$ cat src/shared/ldoc_defines.svh
/*
  Offsets, field positions, reset values and codes of the regulator
  control register bank.
  Assumes: included by bare name; the bank sees 16-bit register words.
*/
`ifndef LDOC_DEFINES_SVH
`define LDOC_DEFINES_SVH

// Register addresses (word addressed, 16-bit port)
`define LDOC_ADDR_GENERAL 16'h406E
`define LDOC_ADDR_ON 16'h406F
`define LDOC_ADDR_SLEEP 16'h4070
`define LDOC_ADDR_IRQ_STATUS 16'h4080
`define LDOC_ADDR_IRQ_MASK 16'h4081

// General control fields
`define LDOC_UV_RESP_HI 15
`define LDOC_UV_RESP_LO 14
`define LDOC_HWC_SRC_HI 12
`define LDOC_HWC_SRC_LO 11
`define LDOC_HWC_VCH_BIT 10
`define LDOC_HWC_MODE_HI 9
`define LDOC_HWC_MODE_LO 8
`define LDOC_FLOAT_BIT 7
`define LDOC_SWITCH_BIT 6
`define LDOC_LPV_BIT 0
`define LDOC_GENERAL_MASK 16'hDFC1

// ON and SLEEP control fields
`define LDOC_SLOT_HI 15
`define LDOC_SLOT_LO 13
`define LDOC_MODE_BIT 8
`define LDOC_VCODE_HI 4
`define LDOC_VCODE_LO 0
`define LDOC_STATE_MASK 16'hE11F

// Reset values
`define LDOC_GENERAL_RST 16'h0200
`define LDOC_ON_RST 16'h0000
`define LDOC_SLEEP_RST 16'h0100
`define LDOC_IRQ_MASK_RST 16'h0000

// Interrupt status bits
`define LDOC_IRQ_UV_BIT 0
`define LDOC_IRQ_RSVD_BIT 1
`define LDOC_IRQ_BITS 16'h0003

// Timeslot and slot codes
`define LDOC_SLOT_NONE 3'h0
`define LDOC_SLOT_HWE1 3'h6
`define LDOC_SLOT_HWE2 3'h7
`define LDOC_SLOT_SLEEP_LAST 3'h5

`endif

$ cat src/shared/ldoc_pkg.sv
/*
  Types shared by the regulator control bank.
  Assumes: nothing beyond the defines header.
*/
package ldoc_pkg;

  // Undervoltage response codes
  typedef enum logic [1:0] {
    LDOC_UV_IGNORE = 2'h0,
    LDOC_UV_SHUT_REG = 2'h1,
    LDOC_UV_SHUT_SYS = 2'h2,
    LDOC_UV_RESERVED = 2'h3
  } ldoc_uv_resp_type;

  // Sequencer phase seen by the bank
  typedef enum logic [1:0] {
    LDOC_PH_OFF = 2'h0,
    LDOC_PH_STARTUP = 2'h1,
    LDOC_PH_ON = 2'h3,
    LDOC_PH_SLEEP = 2'h2
  } ldoc_phase_type;

  // Register port request
  typedef struct packed {
    logic [15:0] addr;
    logic [15:0] wdata;
    logic wr;
    logic rd;
  } ldoc_bus_req_type;

  // Drive towards the regulator
  typedef struct packed {
    logic enable;
    logic [4:0] vcode;
    logic low_power;
    logic lp_20ma;
    logic discharge;
    logic switch_mode;
  } ldoc_drive_type;

  // Sequencer status input
  typedef struct packed {
    ldoc_phase_type phase;
    logic [2:0] slot;
  } ldoc_seq_type;

endpackage : ldoc_pkg

$ cat src/hw/ldoc_edge_sync.sv
/*
  Rising-edge detector for one level input.
  Assumes: input synchronous to the clock.
*/
`timescale 1ns/1ps
module ldoc_edge_sync (
  input wire logic core_clk_i,
  input wire logic rst_b_i,
  input wire logic clk_en_i,
  input wire logic level_i,
  output logic rise_o
);

  logic level_q; // Last sampled level

  // Remember previous level, frozen with clock enable
  always_ff @(posedge core_clk_i or negedge rst_b_i) begin
    if (!rst_b_i) begin
      level_q <= 1'b0;
    end else if (clk_en_i) begin
      level_q <= level_i;
    end
  end

  assign rise_o = clk_en_i & level_i & ~level_q;

endmodule : ldoc_edge_sync

$ cat src/hw/ldoc_regs.sv
/*
  Regulator control register bank with start-up and sleep slot decode,
  hardware control selection, undervoltage response and interrupt.
  Assumes: the sequencer reports phase and current timeslot (1 to 5,
  counted up on start-up and down on sleep); inputs are synchronous;
  the regulator holds the voltage table and stretches the reset
  request; the host never raises write and read strobes together.
*/
`timescale 1ns/1ps
`include "ldoc_defines.svh"
module ldoc_regs (
  // Clock, reset and enable
  input wire logic core_clk_i,
  input wire logic rst_b_i,
  input wire logic clk_en_i,
  // Register port
  input wire ldoc_pkg::ldoc_bus_req_type bus_req_i,
  output logic [15:0] rdata_o,
  // Sequencer and pins
  input wire ldoc_pkg::ldoc_seq_type seq_i,
  input wire logic hw_control1_i,
  input wire logic hw_control2_i,
  input wire logic hw_enable1_i,
  input wire logic hw_enable2_i,
  input wire logic undervoltage_i,
  // Towards the regulator and the system
  output ldoc_pkg::ldoc_drive_type drive_o,
  output logic system_reset_req_o,
  output logic irq_o
);
  import ldoc_pkg::*;

  // Stored registers; reserved bits are masked on write so that they
  // always read back as zero and never reach the drive logic
  logic [15:0] general; // Undervoltage, hardware control, float, variant
  logic [15:0] on_ctrl; // ON slot, mode, voltage
  logic [15:0] sleep_ctrl; // SLEEP slot, mode, voltage
  logic [15:0] irq_status; // Sticky event bits
  logic [15:0] irq_mask; // Interrupt enables
  // Event and sequencing state
  logic uv_rise; // New undervoltage event
  logic [15:0] status_clr; // Status bits cleared by this write
  logic [15:0] status_set; // Status bits set by this event
  logic uv_shutdown; // Regulator held off after fault
  logic enabled; // Sequencer-level enable state
  logic in_sleep_cond; // Regulator in its SLEEP condition
  logic hwc_active; // Hardware control in force
  ldoc_drive_type next_drive; // Drive computed this cycle

  // Field views, decoded once so that every process below agrees on
  // the same bit positions; pure wiring with no state of their own
  ldoc_uv_resp_type uv_resp; // Response to a new fault
  logic [1:0] hwc_src; // Which control pins may take over
  logic [1:0] hwc_mode; // Mode while hardware control is in force
  logic [2:0] on_slot; // Start-up timeslot or pin code
  logic [2:0] slp_slot; // Sleep timeslot code
  logic [2:0] slp_target; // Sleep timeslot for this code
  logic slp_disables; // Sleep code disables regulator
  logic hw_assigned; // ON slot hands enable to a pin
  logic hw_en_level; // Selected hardware enable pin

  // Response code read as the enum so the case below stays readable
  assign uv_resp = ldoc_uv_resp_type'(
    general[`LDOC_UV_RESP_HI:`LDOC_UV_RESP_LO]);
  assign hwc_src = general[`LDOC_HWC_SRC_HI:`LDOC_HWC_SRC_LO];
  assign hwc_mode = general[`LDOC_HWC_MODE_HI:`LDOC_HWC_MODE_LO];
  assign on_slot = on_ctrl[`LDOC_SLOT_HI:`LDOC_SLOT_LO];
  assign slp_slot = sleep_ctrl[`LDOC_SLOT_HI:`LDOC_SLOT_LO];

  // Undervoltage edge, only new faults count
  // A fault that stays high raises one event; software clears the
  // status bit and waits for the next rise to see it again
  ldoc_edge_sync u_uv_edge (
    .core_clk_i(core_clk_i),
    .rst_b_i(rst_b_i),
    .clk_en_i(clk_en_i),
    .level_i(undervoltage_i),
    .rise_o(uv_rise)
  );

  // Register writes; reserved bits are not stored
  // Unmapped writes are dropped; the status register has its own
  // process below, so a clear never races this one
  always_ff @(posedge core_clk_i or negedge rst_b_i) begin
    if (!rst_b_i) begin
      // Defaults: normal ON mode, low-power SLEEP mode
      general <= `LDOC_GENERAL_RST;
      on_ctrl <= `LDOC_ON_RST;
      sleep_ctrl <= `LDOC_SLEEP_RST;
      irq_mask <= `LDOC_IRQ_MASK_RST;
    end else if (clk_en_i && bus_req_i.wr) begin
      // Address decode, one register per word
      if (bus_req_i.addr == `LDOC_ADDR_GENERAL) begin
        general <= bus_req_i.wdata & `LDOC_GENERAL_MASK;
      end else if (bus_req_i.addr == `LDOC_ADDR_ON) begin
        on_ctrl <= bus_req_i.wdata & `LDOC_STATE_MASK;
      end else if (bus_req_i.addr == `LDOC_ADDR_SLEEP) begin
        sleep_ctrl <= bus_req_i.wdata & `LDOC_STATE_MASK;
      end else if (bus_req_i.addr == `LDOC_ADDR_IRQ_MASK) begin
        irq_mask <= bus_req_i.wdata & `LDOC_IRQ_BITS;
      end
    end
  end

  // Status clear and set terms, one bit per event
  always_comb begin
    status_clr = 16'h0000; // No clear unless status is written
    status_set = 16'h0000; // No event unless an edge arrived
    if (bus_req_i.wr && bus_req_i.addr == `LDOC_ADDR_IRQ_STATUS) begin
      // Write one to clear; only implemented bits respond
      status_clr = bus_req_i.wdata & `LDOC_IRQ_BITS;
    end
    // Interrupt raised whatever the response setting
    status_set[`LDOC_IRQ_UV_BIT] = uv_rise;
    // Reserved response code flagged so software notices
    status_set[`LDOC_IRQ_RSVD_BIT] = uv_rise &&
      uv_resp == LDOC_UV_RESERVED;
  end

  // Sticky status; a new event beats a same-cycle clear, so an
  // event cannot be lost between a status read and its clear
  always_ff @(posedge core_clk_i or negedge rst_b_i) begin
    if (!rst_b_i) begin
      irq_status <= 16'h0000;
    end else if (clk_en_i) begin
      irq_status <= (irq_status & ~status_clr) | status_set;
    end
  end

  // Read data, valid the cycle after the strobe only
  // Reads have no side effects; status clears only on a write
  // Returning zero between reads keeps a stale word off the bus
  always_ff @(posedge core_clk_i or negedge rst_b_i) begin
    if (!rst_b_i) begin
      rdata_o <= 16'h0000;
    end else if (clk_en_i) begin
      if (!bus_req_i.rd) begin
        // Quiet bus between reads
        rdata_o <= 16'h0000;
      end else if (bus_req_i.addr == `LDOC_ADDR_GENERAL) begin
        // Stored values, reserved bits already zero
        rdata_o <= general;
      end else if (bus_req_i.addr == `LDOC_ADDR_ON) begin
        rdata_o <= on_ctrl;
      end else if (bus_req_i.addr == `LDOC_ADDR_SLEEP) begin
        rdata_o <= sleep_ctrl;
      end else if (bus_req_i.addr == `LDOC_ADDR_IRQ_STATUS) begin
        rdata_o <= irq_status;
      end else if (bus_req_i.addr == `LDOC_ADDR_IRQ_MASK) begin
        rdata_o <= irq_mask;
      end else begin
        rdata_o <= 16'h0000; // Unmapped reads as zero
      end
    end
  end

  // Level interrupt from unmasked sticky bits
  // Registered, so the pin moves one cycle after status or mask
  always_ff @(posedge core_clk_i or negedge rst_b_i) begin
    if (!rst_b_i) begin
      irq_o <= 1'b0;
    end else if (clk_en_i) begin
      // Any unmasked sticky bit holds the line high
      irq_o <= |(irq_status & irq_mask);
    end
  end

  // Undervoltage response
  // Only the rising edge acts, so a fault that stays high does not
  // request a reset every cycle. Limitation: a latched shut-down is
  // lifted only by a fresh start-up, not by clearing the status bit
  always_ff @(posedge core_clk_i or negedge rst_b_i) begin
    if (!rst_b_i) begin
      uv_shutdown <= 1'b0;
      system_reset_req_o <= 1'b0;
    end else if (clk_en_i) begin
      // Pulse falls again unless a new fault arrives
      system_reset_req_o <= 1'b0;
      if (uv_rise) begin
        // Reset request is a one-cycle pulse
        case (uv_resp)
          LDOC_UV_SHUT_REG: uv_shutdown <= 1'b1;
          LDOC_UV_SHUT_SYS: system_reset_req_o <= 1'b1;
          default: ; // Ignore, and reserved treated as ignore
        endcase
      end else if (seq_i.phase == LDOC_PH_STARTUP) begin
        // Fresh start-up releases a faulted regulator
        uv_shutdown <= 1'b0;
      end
    end
  end

  // Pin assignment and hardware control selection
  // Enable pins matter only for ON slot codes 6 and 7. With the
  // either-input source one released pin alone does not end control
  always_comb begin
    // ON slot codes 6 and 7 hand the enable to a pin
    hw_assigned = (on_slot == `LDOC_SLOT_HWE1) ||
      (on_slot == `LDOC_SLOT_HWE2);
    hw_en_level = (on_slot == `LDOC_SLOT_HWE1) ? hw_enable1_i
      : hw_enable2_i;
    // Source picks which control pins may take over
    case (hwc_src)
      2'h1: hwc_active = hw_control1_i;
      2'h2: hwc_active = hw_control2_i;
      2'h3: hwc_active = hw_control1_i | hw_control2_i;
      default: hwc_active = 1'b0;
    endcase
  end

  // Sleep slot decode; timeslots count down during sleep
  // Codes 1 to 5 disable, unless a pin owns the enable; then the same
  // timeslot only moves the regulator to its SLEEP settings
  always_comb begin
    slp_disables = 1'b0;
    case (slp_slot)
      // Transition-only codes keep the regulator on
      3'h0: slp_target = 3'h5;
      3'h6: slp_target = 3'h3;
      3'h7: slp_target = 3'h1;
      default: begin
        // Smaller code acts earlier in the sequence
        // Code 1 acts in timeslot 5, code 5 in timeslot 1
        slp_target = 3'h6 - slp_slot;
        slp_disables = ~hw_assigned;
      end
    endcase
  end

  // Enable and sleep condition tracking across sequencer phases
  // The enable is a level kept between timeslots, since the sequencer
  // passes each timeslot only once; OFF clears all for a clean start
  always_ff @(posedge core_clk_i or negedge rst_b_i) begin
    if (!rst_b_i) begin
      enabled <= 1'b0;
      in_sleep_cond <= 1'b0;
    end else if (clk_en_i) begin
      case (seq_i.phase)
        LDOC_PH_OFF: begin
          // Powered down: forget enable and sleep condition
          enabled <= 1'b0;
          in_sleep_cond <= 1'b0;
        end
        LDOC_PH_STARTUP: begin
          in_sleep_cond <= 1'b0;
          // Enable exactly in the programmed timeslot
          // Pin-assigned regulators ignore start-up timeslots
          if (on_slot != `LDOC_SLOT_NONE && !hw_assigned &&
              seq_i.slot == on_slot) begin
            enabled <= 1'b1;
          end
        end
        LDOC_PH_SLEEP: begin
          // Act once the count reaches this regulator's timeslot
          if (seq_i.slot == slp_target) begin
            if (slp_disables) begin
              enabled <= 1'b0;
            end else begin
              in_sleep_cond <= 1'b1;
            end
          end
        end
        // Enable kept as it is while running
        default: in_sleep_cond <= 1'b0; // ON phase
      endcase
    end
  end

  // Output drive selection; the voltage table lives in the regulator,
  // codes 00h-0Eh 50mV steps and 0Fh-1Fh 100mV steps pass unchanged
  // Priority, highest first: fault shut-down, SLEEP condition,
  // hardware control, then the plain ON settings
  always_comb begin
    logic mode_lp;
    logic on_now;
    mode_lp = 1'b0;
    on_now = 1'b0;
    next_drive.vcode = on_ctrl[`LDOC_VCODE_HI:`LDOC_VCODE_LO];
    mode_lp = on_ctrl[`LDOC_MODE_BIT];
    // Pin ownership decides where the enable comes from
    if (hw_assigned) begin
      on_now = hw_en_level;
    end else begin
      on_now = enabled;
    end
    // SLEEP condition wins over hardware control
    if (in_sleep_cond) begin
      next_drive.vcode =
        sleep_ctrl[`LDOC_VCODE_HI:`LDOC_VCODE_LO];
      mode_lp = sleep_ctrl[`LDOC_MODE_BIT];
    end else if (hwc_active) begin
      if (general[`LDOC_HWC_VCH_BIT]) begin
        next_drive.vcode =
          sleep_ctrl[`LDOC_VCODE_HI:`LDOC_VCODE_LO];
      end
      // Mode code 01 turns the regulator off
      case (hwc_mode)
        2'h1: on_now = 1'b0;
        2'h3: mode_lp = on_ctrl[`LDOC_MODE_BIT];
        default: mode_lp = 1'b1;
      endcase
    end
    // A fault shut-down overrides every other source
    if (uv_shutdown) begin
      on_now = 1'b0;
    end
    // Discharge only while off, never fighting the pass device
    next_drive.enable = on_now;
    next_drive.low_power = mode_lp;
    next_drive.lp_20ma = general[`LDOC_LPV_BIT];
    next_drive.discharge = ~on_now & ~general[`LDOC_FLOAT_BIT];
    next_drive.switch_mode = general[`LDOC_SWITCH_BIT];
  end

  // Registered drive towards the regulator
  // One register stage keeps every output glitch-free; clock enable
  // low holds the last drive unchanged
  always_ff @(posedge core_clk_i or negedge rst_b_i) begin
    if (!rst_b_i) begin
      drive_o <= '0;
    end else if (clk_en_i) begin
      drive_o <= next_drive;
    end
  end

endmodule : ldoc_regs

$ cat config.mk
export PLATFORM = sky130hd
export DESIGN_NAME = ldoc_regs
export DESIGN_NICKNAME = d
export VERILOG_FILES = /design/src/shared/ldoc_pkg.sv /design/src/hw/ldoc_edge_sync.sv /design/src/hw/ldoc_regs.sv
export VERILOG_INCLUDE_DIRS = /design/src /design/src/shared
export SDC_FILE = /design/constraint.sdc
export NUM_CORES = 1
export LEC_CHECK = 0
export ABC_AREA = 1
export ABC_CLOCK_PERIOD_IN_PS = 1500
export BUFFER_PORTS_ARGS = -buffer_cell sky130_fd_sc_hd__buf_2
export CORE_ASPECT_RATIO = 0.9
export CORE_MARGIN = 10
export CORE_UTILIZATION = 40
export CTS_BUF_LIST = sky130_fd_sc_hd__clkbuf_8
export DETAILED_ROUTE_END_ITERATION = 10
export GPL_TIMING_DRIVEN = 0
export SETUP_SLACK_MARGIN = 0.2
export SKIP_CTS_REPAIR_TIMING = 1
export SYNTH_ARGS = -nofsm -noshare
export SYNTH_HDL_FRONTEND = slang
export SYNTH_SLANG_ARGS = --single-unit
$ cat constraint.sdc
create_clock -name core_clk_i -period 1.5 [get_ports core_clk_i]
set_input_delay 0 -clock core_clk_i [delete_from_list [all_inputs] [get_ports core_clk_i]]
set_output_delay 0 -clock core_clk_i [all_outputs]
set_load 0.05 [all_outputs]
==> After elaboration in Yosys (flattened, before gate mapping) <==
Cells that the tools add are included.
{ "totals": {"out_inout_bits": 28, "elab_cells": 116, "ff_bits": 78} }
{ "op_classes": {"n_mux": 34, "n_eq_ne": 26, "n_addsub": 1, "n_reduce_logical": 22, "bitwise_logic": 15} }
{ "op_table": {"columns": ["operator", "n"], "rows": [
  ["16-bit by 15-bit equality test with 1-bit output (second input constant)", 5],
  ["16-bit two-way mux", 5],
  ["1-bit two-way mux", 21],
  ["16-bit AND", 1],
  ["16-bit by 2-bit AND with 16-bit output", 1],
  ["16-bit NOT", 1],
  ["16-bit by 2-bit OR with 16-bit output", 1],
  ["16-bit OR reduction", 1],
  ["5-bit two-way mux", 3],
  ["2-bit equality test (second input constant)", 6],
  ["3-bit equality test (second input constant)", 4],
  ["5-bit AND reduction", 2],
  ["3-bit one-hot mux with 3 select lines", 1],
  ["3-bit AND reduction", 3],
  ["2-bit by 1-bit equality test with 1-bit output (second input constant)", 4],
  ["1-bit NOT", 7],
  ["3-bit equality test", 2],
  ["2-bit inequality test (second input constant)", 3],
  ["1-bit one-hot mux with 3 select lines", 2],
  ["3-bit nonzero test", 2],
  ["1-bit logical AND", 5],
  ["2-bit two-way mux", 2],
  ["2-bit by 1-bit inequality test with 1-bit output (second input constant)", 2],
  ["4-bit AND reduction", 1],
  ["other kinds (11)", 13]
]} }

==> Longest topological paths before layout <==
{ "depth": {"ltp_word": 9, "depth_mapped": 14} }

==> Hierarchy <==
Synthesis repeated with hierarchy kept, for this count alone.
{ "unflattened": {"cells_unflattened": 423, "hier_area_um2": 3285.7} }
{ "by_module_without_submodules": {"columns": ["module", "n_inst", "cells_each", "area_per_inst_um2"], "rows": [
  ["ldoc_regs", 1, 417, 3239.4],
  ["ldoc_edge_sync", 1, 6, 46.3]
]} }

==> Worst setup path after synthesis <==
No wires, ideal clock.
{ "synth_timing": {"kind": "register to register", "startpoint": "reg sleep_ctrl[13]", "endpoint": "reg enabled", "path_buffers": 0, "slack_ps": 38, "t_arrival_ps": 1346, "setup_ps": 116, "path_stages_with_launch": 13, "path_cell_list": "dfrtp_1 inv_1 ha_1 nor2_1 nand2_1 nand2_1 nand3_1 nand2_1 nand2_1 nor2_1 nand2_1 nand2_1 nand2_1"} }
{ "synth_between": {"elab_chain_len": 5, "word_cells_on_any_way": 11} }
{ "synth_rtl": {"columns": ["item", "line_no", "source"], "rows": [
  ["from (decl)", "ldoc_regs.sv:37", "logic [15:0] sleep_ctrl;"],
  ["from (signal assigned)", "ldoc_regs.sv:89", "sleep_ctrl <= `LDOC_SLEEP_RST;"],
  ["from (signal assigned)", "ldoc_regs.sv:98", "sleep_ctrl <= bus_req_i.wdata & `LDOC_STATE_MASK;"],
  ["3-bit subtractor (tied with other cells)", "ldoc_regs.sv:224", "slp_target = 3'h6 - slp_slot;"],
  ["3-bit one-hot mux with 3 select lines or 3-bit OR reduction (tied branches)", null, null],
  ["3-bit equality test or 1-bit two-way mux (tied branches)", "ldoc_regs.sv:255, ldoc_regs.sv:216", null],
  ["2-bit inequality test (no line)", null, null],
  ["5-bit AND reduction (no line) *", null, null],
  ["to (signal assigned)", "ldoc_regs.sv:235", "enabled <= 1'b0;"],
  ["to (signal assigned)", "ldoc_regs.sv:250", "enabled <= 1'b1;"],
  ["to (signal assigned)", "ldoc_regs.sv:257", "enabled <= 1'b0;"],
  ["to (decl)", "ldoc_regs.sv:45", "logic enabled;"]
]} }
Mark *: on every way between the ends. The rest lies on a longest branch, timed or not.
A chain may end at the register's enable or synchronous reset.

==> Final worst setup path <==
Same ends and word-level chain as after synthesis.

==> results.sh <==
export IMPL_grt_usage=0.154
export IMPL_vdd_drop_max_mv=0.374
export IMPL_viasPerCell=4.99
export IMPL_syn_area_um2=3370
export IMPL_timing_rr_end="enabled$_DFFE_PN0P_"
export IMPL_dp_hpwl_um=7030
export IMPL_fillers=802
export IMPL_critPathArrivalTime_ps=1910
export IMPL_path_buf_inv=1
export IMPL_yosysWarnings=0
export IMPL_synthCells=427
export IMPL_die_area_um2=12500
export IMPL_setup_viol=2
export IMPL_overflow=0
export IMPL_synth_fa_ha_area_frac=0.0148
export IMPL_crit_path_frequent_cell="nand2_1"
export IMPL_dp_cells=598
export IMPL_drive_gt1_frac=0.321
export IMPL_grt_pass1_wl_um=15300
export IMPL_path_cells="buf_6 > ha_4 > nor2_4 > nand2_2 > nand2_4 > nand3_4 > nand2_2 > nand2_1 > nor2_1 > nand2_1 > nand2_1 > nand2_1"
export IMPL_grt_pass1_vias=3069
export IMPL_slew_headroom=0.460
export IMPL_fin_crit_ps=1670
export IMPL_synth_mux_area_fraction=0
export IMPL_yosys_area_share_simple=0.289
export IMPL_synth_distinct_cells=38
export IMPL_synth_compound_area_share=0.138
export IMPL_routed_wl_um=9720
export IMPL_wl_met3_um=575
export IMPL_pin_count=75
export IMPL_violations="negative hold slack, negative setup slack"
export IMPL_worstPathRequired_ps=1740
export IMPL_top_layer="met4"
export IMPL_cts_tree="yes"
export IMPL_crit_start="sleep_ctrl[13]$_DFFE_PN0P_"
export IMPL_critPathCaptureType="flop"
export IMPL_status="finished, violations left"
export IMPL_worst_pin_slew_ps=810
export IMPL_layout_setup_ws_ps=-172
export IMPL_fmax_mhz=598
export IMPL_hold_viol=5
export IMPL_cts_sinks=63
export IMPL_grt_setup_unrepaired="yes"
export IMPL_vias=3163
export IMPL_drc=0
export IMPL_core_region_area_um2=8150
export IMPL_crit_type="flop to flop"
export IMPL_wl_met1_um=4260
export IMPL_syn_area_per_cell_um2=7.89
export IMPL_wl_per_cell_um=15.3
export IMPL_synth_top_family_by_area="simple AND/OR/NAND/NOR gates"
export IMPL_cp_num_cells=12
export IMPL_p_total_w=0.00402
export IMPL_clockBufferDepth=2
export IMPL_antenna_cells=0
export IMPL_wl_met2_um=4740
export IMPL_reg2reg_from="sleep_ctrl[13]$_DFFE_PN0P_"
export IMPL_drt_iter0_drc=186
export IMPL_syn_to_final_growth_pct=32.0
export IMPL_final_max_slew_violation_count=0
export IMPL_synth_xor_area_frac=0
export IMPL_grt_max_degree=64
export IMPL_final_antenna_net_count=0
export IMPL_yosysSeqAreaShare=0.468
export IMPL_clk_pin_slew_ps=70
export IMPL_fin_cells=634
export IMPL_ys_seq_elements=63
export IMPL_worstSetupStartpointType="flop"
export IMPL_start_util=0.414
export IMPL_die_y_um=107
export IMPL_worstPathMaxFanout=4
export IMPL_min_from="bus_req_i[3]"
export IMPL_reg2reg_depth=12
export IMPL_first_pass_iters=4
export IMPL_critical_path_endpoint="enabled$_DFFE_PN0P_"
export IMPL_gp_congestion=0.866
export IMPL_maxCapViolCount=0
export IMPL_cts_buffers=9
export IMPL_synth_fp_nets=478
export IMPL_die_width_um=117
export IMPL_numPortBuffers=72
export IMPL_multi_input_area_um2=1640
export IMPL_cpPeakStageDelay_ps=470
export IMPL_final_seq_area_um2=1580
export IMPL_hold_class="input port to flop"
export IMPL_power_density_nw_per_um2=903
export IMPL_leakage_nw=2.35
export IMPL_finalCritPeriodShare=1.11
export IMPL_cts_root_buffer="clkbuf_8"
export IMPL_rows=31
export IMPL_fin_skew_ps=9.20
export IMPL_worst_path_max_delay_cell="dfrtp_2"
export IMPL_r2r_setup_slack_ps=-170
export IMPL_path_delay_family="simple AND/OR/NAND/NOR gates"
export IMPL_h_tree_depth=3
export IMPL_antenna_found_initial=0
export IMPL_clock_latency_ps=340
export IMPL_fin_nets=581
export IMPL_whs_ps=-18.3
[registers in the layout, summed over array words and instances (netlist names), 2 cells and up]
name	cells
sleep_ctrl	9
on_ctrl	9
drive_o	10
general	10
rdata_o	15
irq_status	2
irq_mask	2
[worst min-delay path, cell delays in order]
cell	delay, ps
buf_2	80
inv_1	70
o21ai_2	130
[Yosys cell counts]
cell      count  area (um2)
nand2_1     137         514
nand4_4       1        21.3
nand4_2       1        12.5
nor3_1        2        10.0
o21bai_1      2        15.0
dfstp_2       2        52.6
a21oi_2       4        35.0
nor2_2        1        6.26
nand2_4       2        22.5
nand3_1      19        95.1
o21ai_1      15        75.1
nor3_2        2        20.0
nand3_2       3        30.0
inv_2         6        22.5
o211ai_1      1        7.51
buf_2         2        10.0
o21ai_0      15        75.1
nand3_4       1        17.5
a32o_1        1        10.0
ha_1          4        50.1
nor3_4        1        16.3
o22ai_1       4        25.0
nand4_1      10        62.6
o21a_1        1        7.51
nand2_2       3        18.8
conb_1        1        3.75
clkinv_2      1        5.00
o31ai_1       4        30.0
clkinv_1      2        7.51
o21ai_2      14         123
a22o_1        1        8.76
dfrtp_1      61        1530
nor2_1       34         128
buf_4         1        7.51
a21oi_1      11        55.1
inv_1        50         188
buf_6         4        45.0
clkbuf_1      3        11.3
[through the flow]
stage	TNS (ps)	worst slack, ps	instance area (um2)	utilization	hold slack [ps]
floorplan	0	81.7	3410	-	-296
global placement	-144	-73.8	3890	0.478	242
detailed placement	-213	-113	3890	0.478	149
CTS	-235	-122	4140	0.508	-224
global route	-555	-283	4450	0.546	5.54
finish	-304	-172	4450	0.546	-18.3
[worst min-delay path by stage]
stage                     cells past startpoint                       to  slack [ps]
after detailed placement                      1  on_ctrl[13]$_DFFE_PN0P_         150
final                                         3   on_ctrl[1]$_DFFE_PN0P_         -20
after floorplan                               0   drive_o[0]$_DFFE_PN0P_        -300
after global placement                        3   general[6]$_DFFE_PN0P_         240
after global routing                          3  on_ctrl[15]$_DFFE_PN0P_           6
after CTS                                     1   drive_o[1]$_DFFE_PN0P_        -220
[cells in the final DEF, fill, tap and decap left out, types with 2 or more instances in the layout]
cell,n
nand2_1,122
nand3_1,14
clkbuf_8,10
o21ai_0,14
inv_1,47
inv_2,8
nand4_1,10
clkinv_2,3
bufinv_16,3
nor3_2,2
dfrtp_2,3
nor2_1,33
buf_2,73
dfstp_2,2
dfrtp_1,58
nor3_1,2
o21ai_1,16
nand2_4,5
o31ai_1,4
ha_4,4
o22ai_1,4
buf_4,5
nand3_2,7
nand2_2,15
buf_6,5
clkbuf_1,3
dlygate4sd3_1,16
nand3_4,2
a21oi_2,4
clkinv_1,2
a21oi_1,11
o21ai_2,14
o21bai_1,2
[where the power goes]
group / leakage (nW) / internal, W / switching, W / total, W
Clock: 0.122 / 0.00114 / 0.000689 / 0.00183
Sequential: 0.831 / 0.00173 / 0.0000203 / 0.00175
Combinational: 1.39 / 0.000139 / 0.000296 / 0.000434
Total: 2.35 / 0.00301 / 0.00101 / 0.00402
[layout make-up]
type / count / area share
multi-input cells: 295 / 0.368
flip-flops and latches: 63 / 0.356
repair buffers: 92 / 0.125
inverters: 59 / 0.0512
clock buffers: 10 / 0.0309
well taps: 99 / 0.0278
clock inverters: 6 / 0.0242
plain buffers: 10 / 0.0166
[cells by family after synthesis]
family / after synthesis
buffers and inverters: 69
AOI/OAI and AO/OA: 73
DFF: 63
adders and majority gates: 4
other: 1
and+or+nand+nor: 217
[routing by layer]
| metal | vias to the layer above | global-route usage |
|---|---|---|
| met3 | 10 | 0.0412 |
| li1 | 1579 | - |
| met5 | - | 0 |
| met4 | 0 | 0.0511 |
| met2 | 80 | 0.245 |
| met1 | 1494 | 0.199 |
Note: power is estimated with default switching activity, not from simulation.
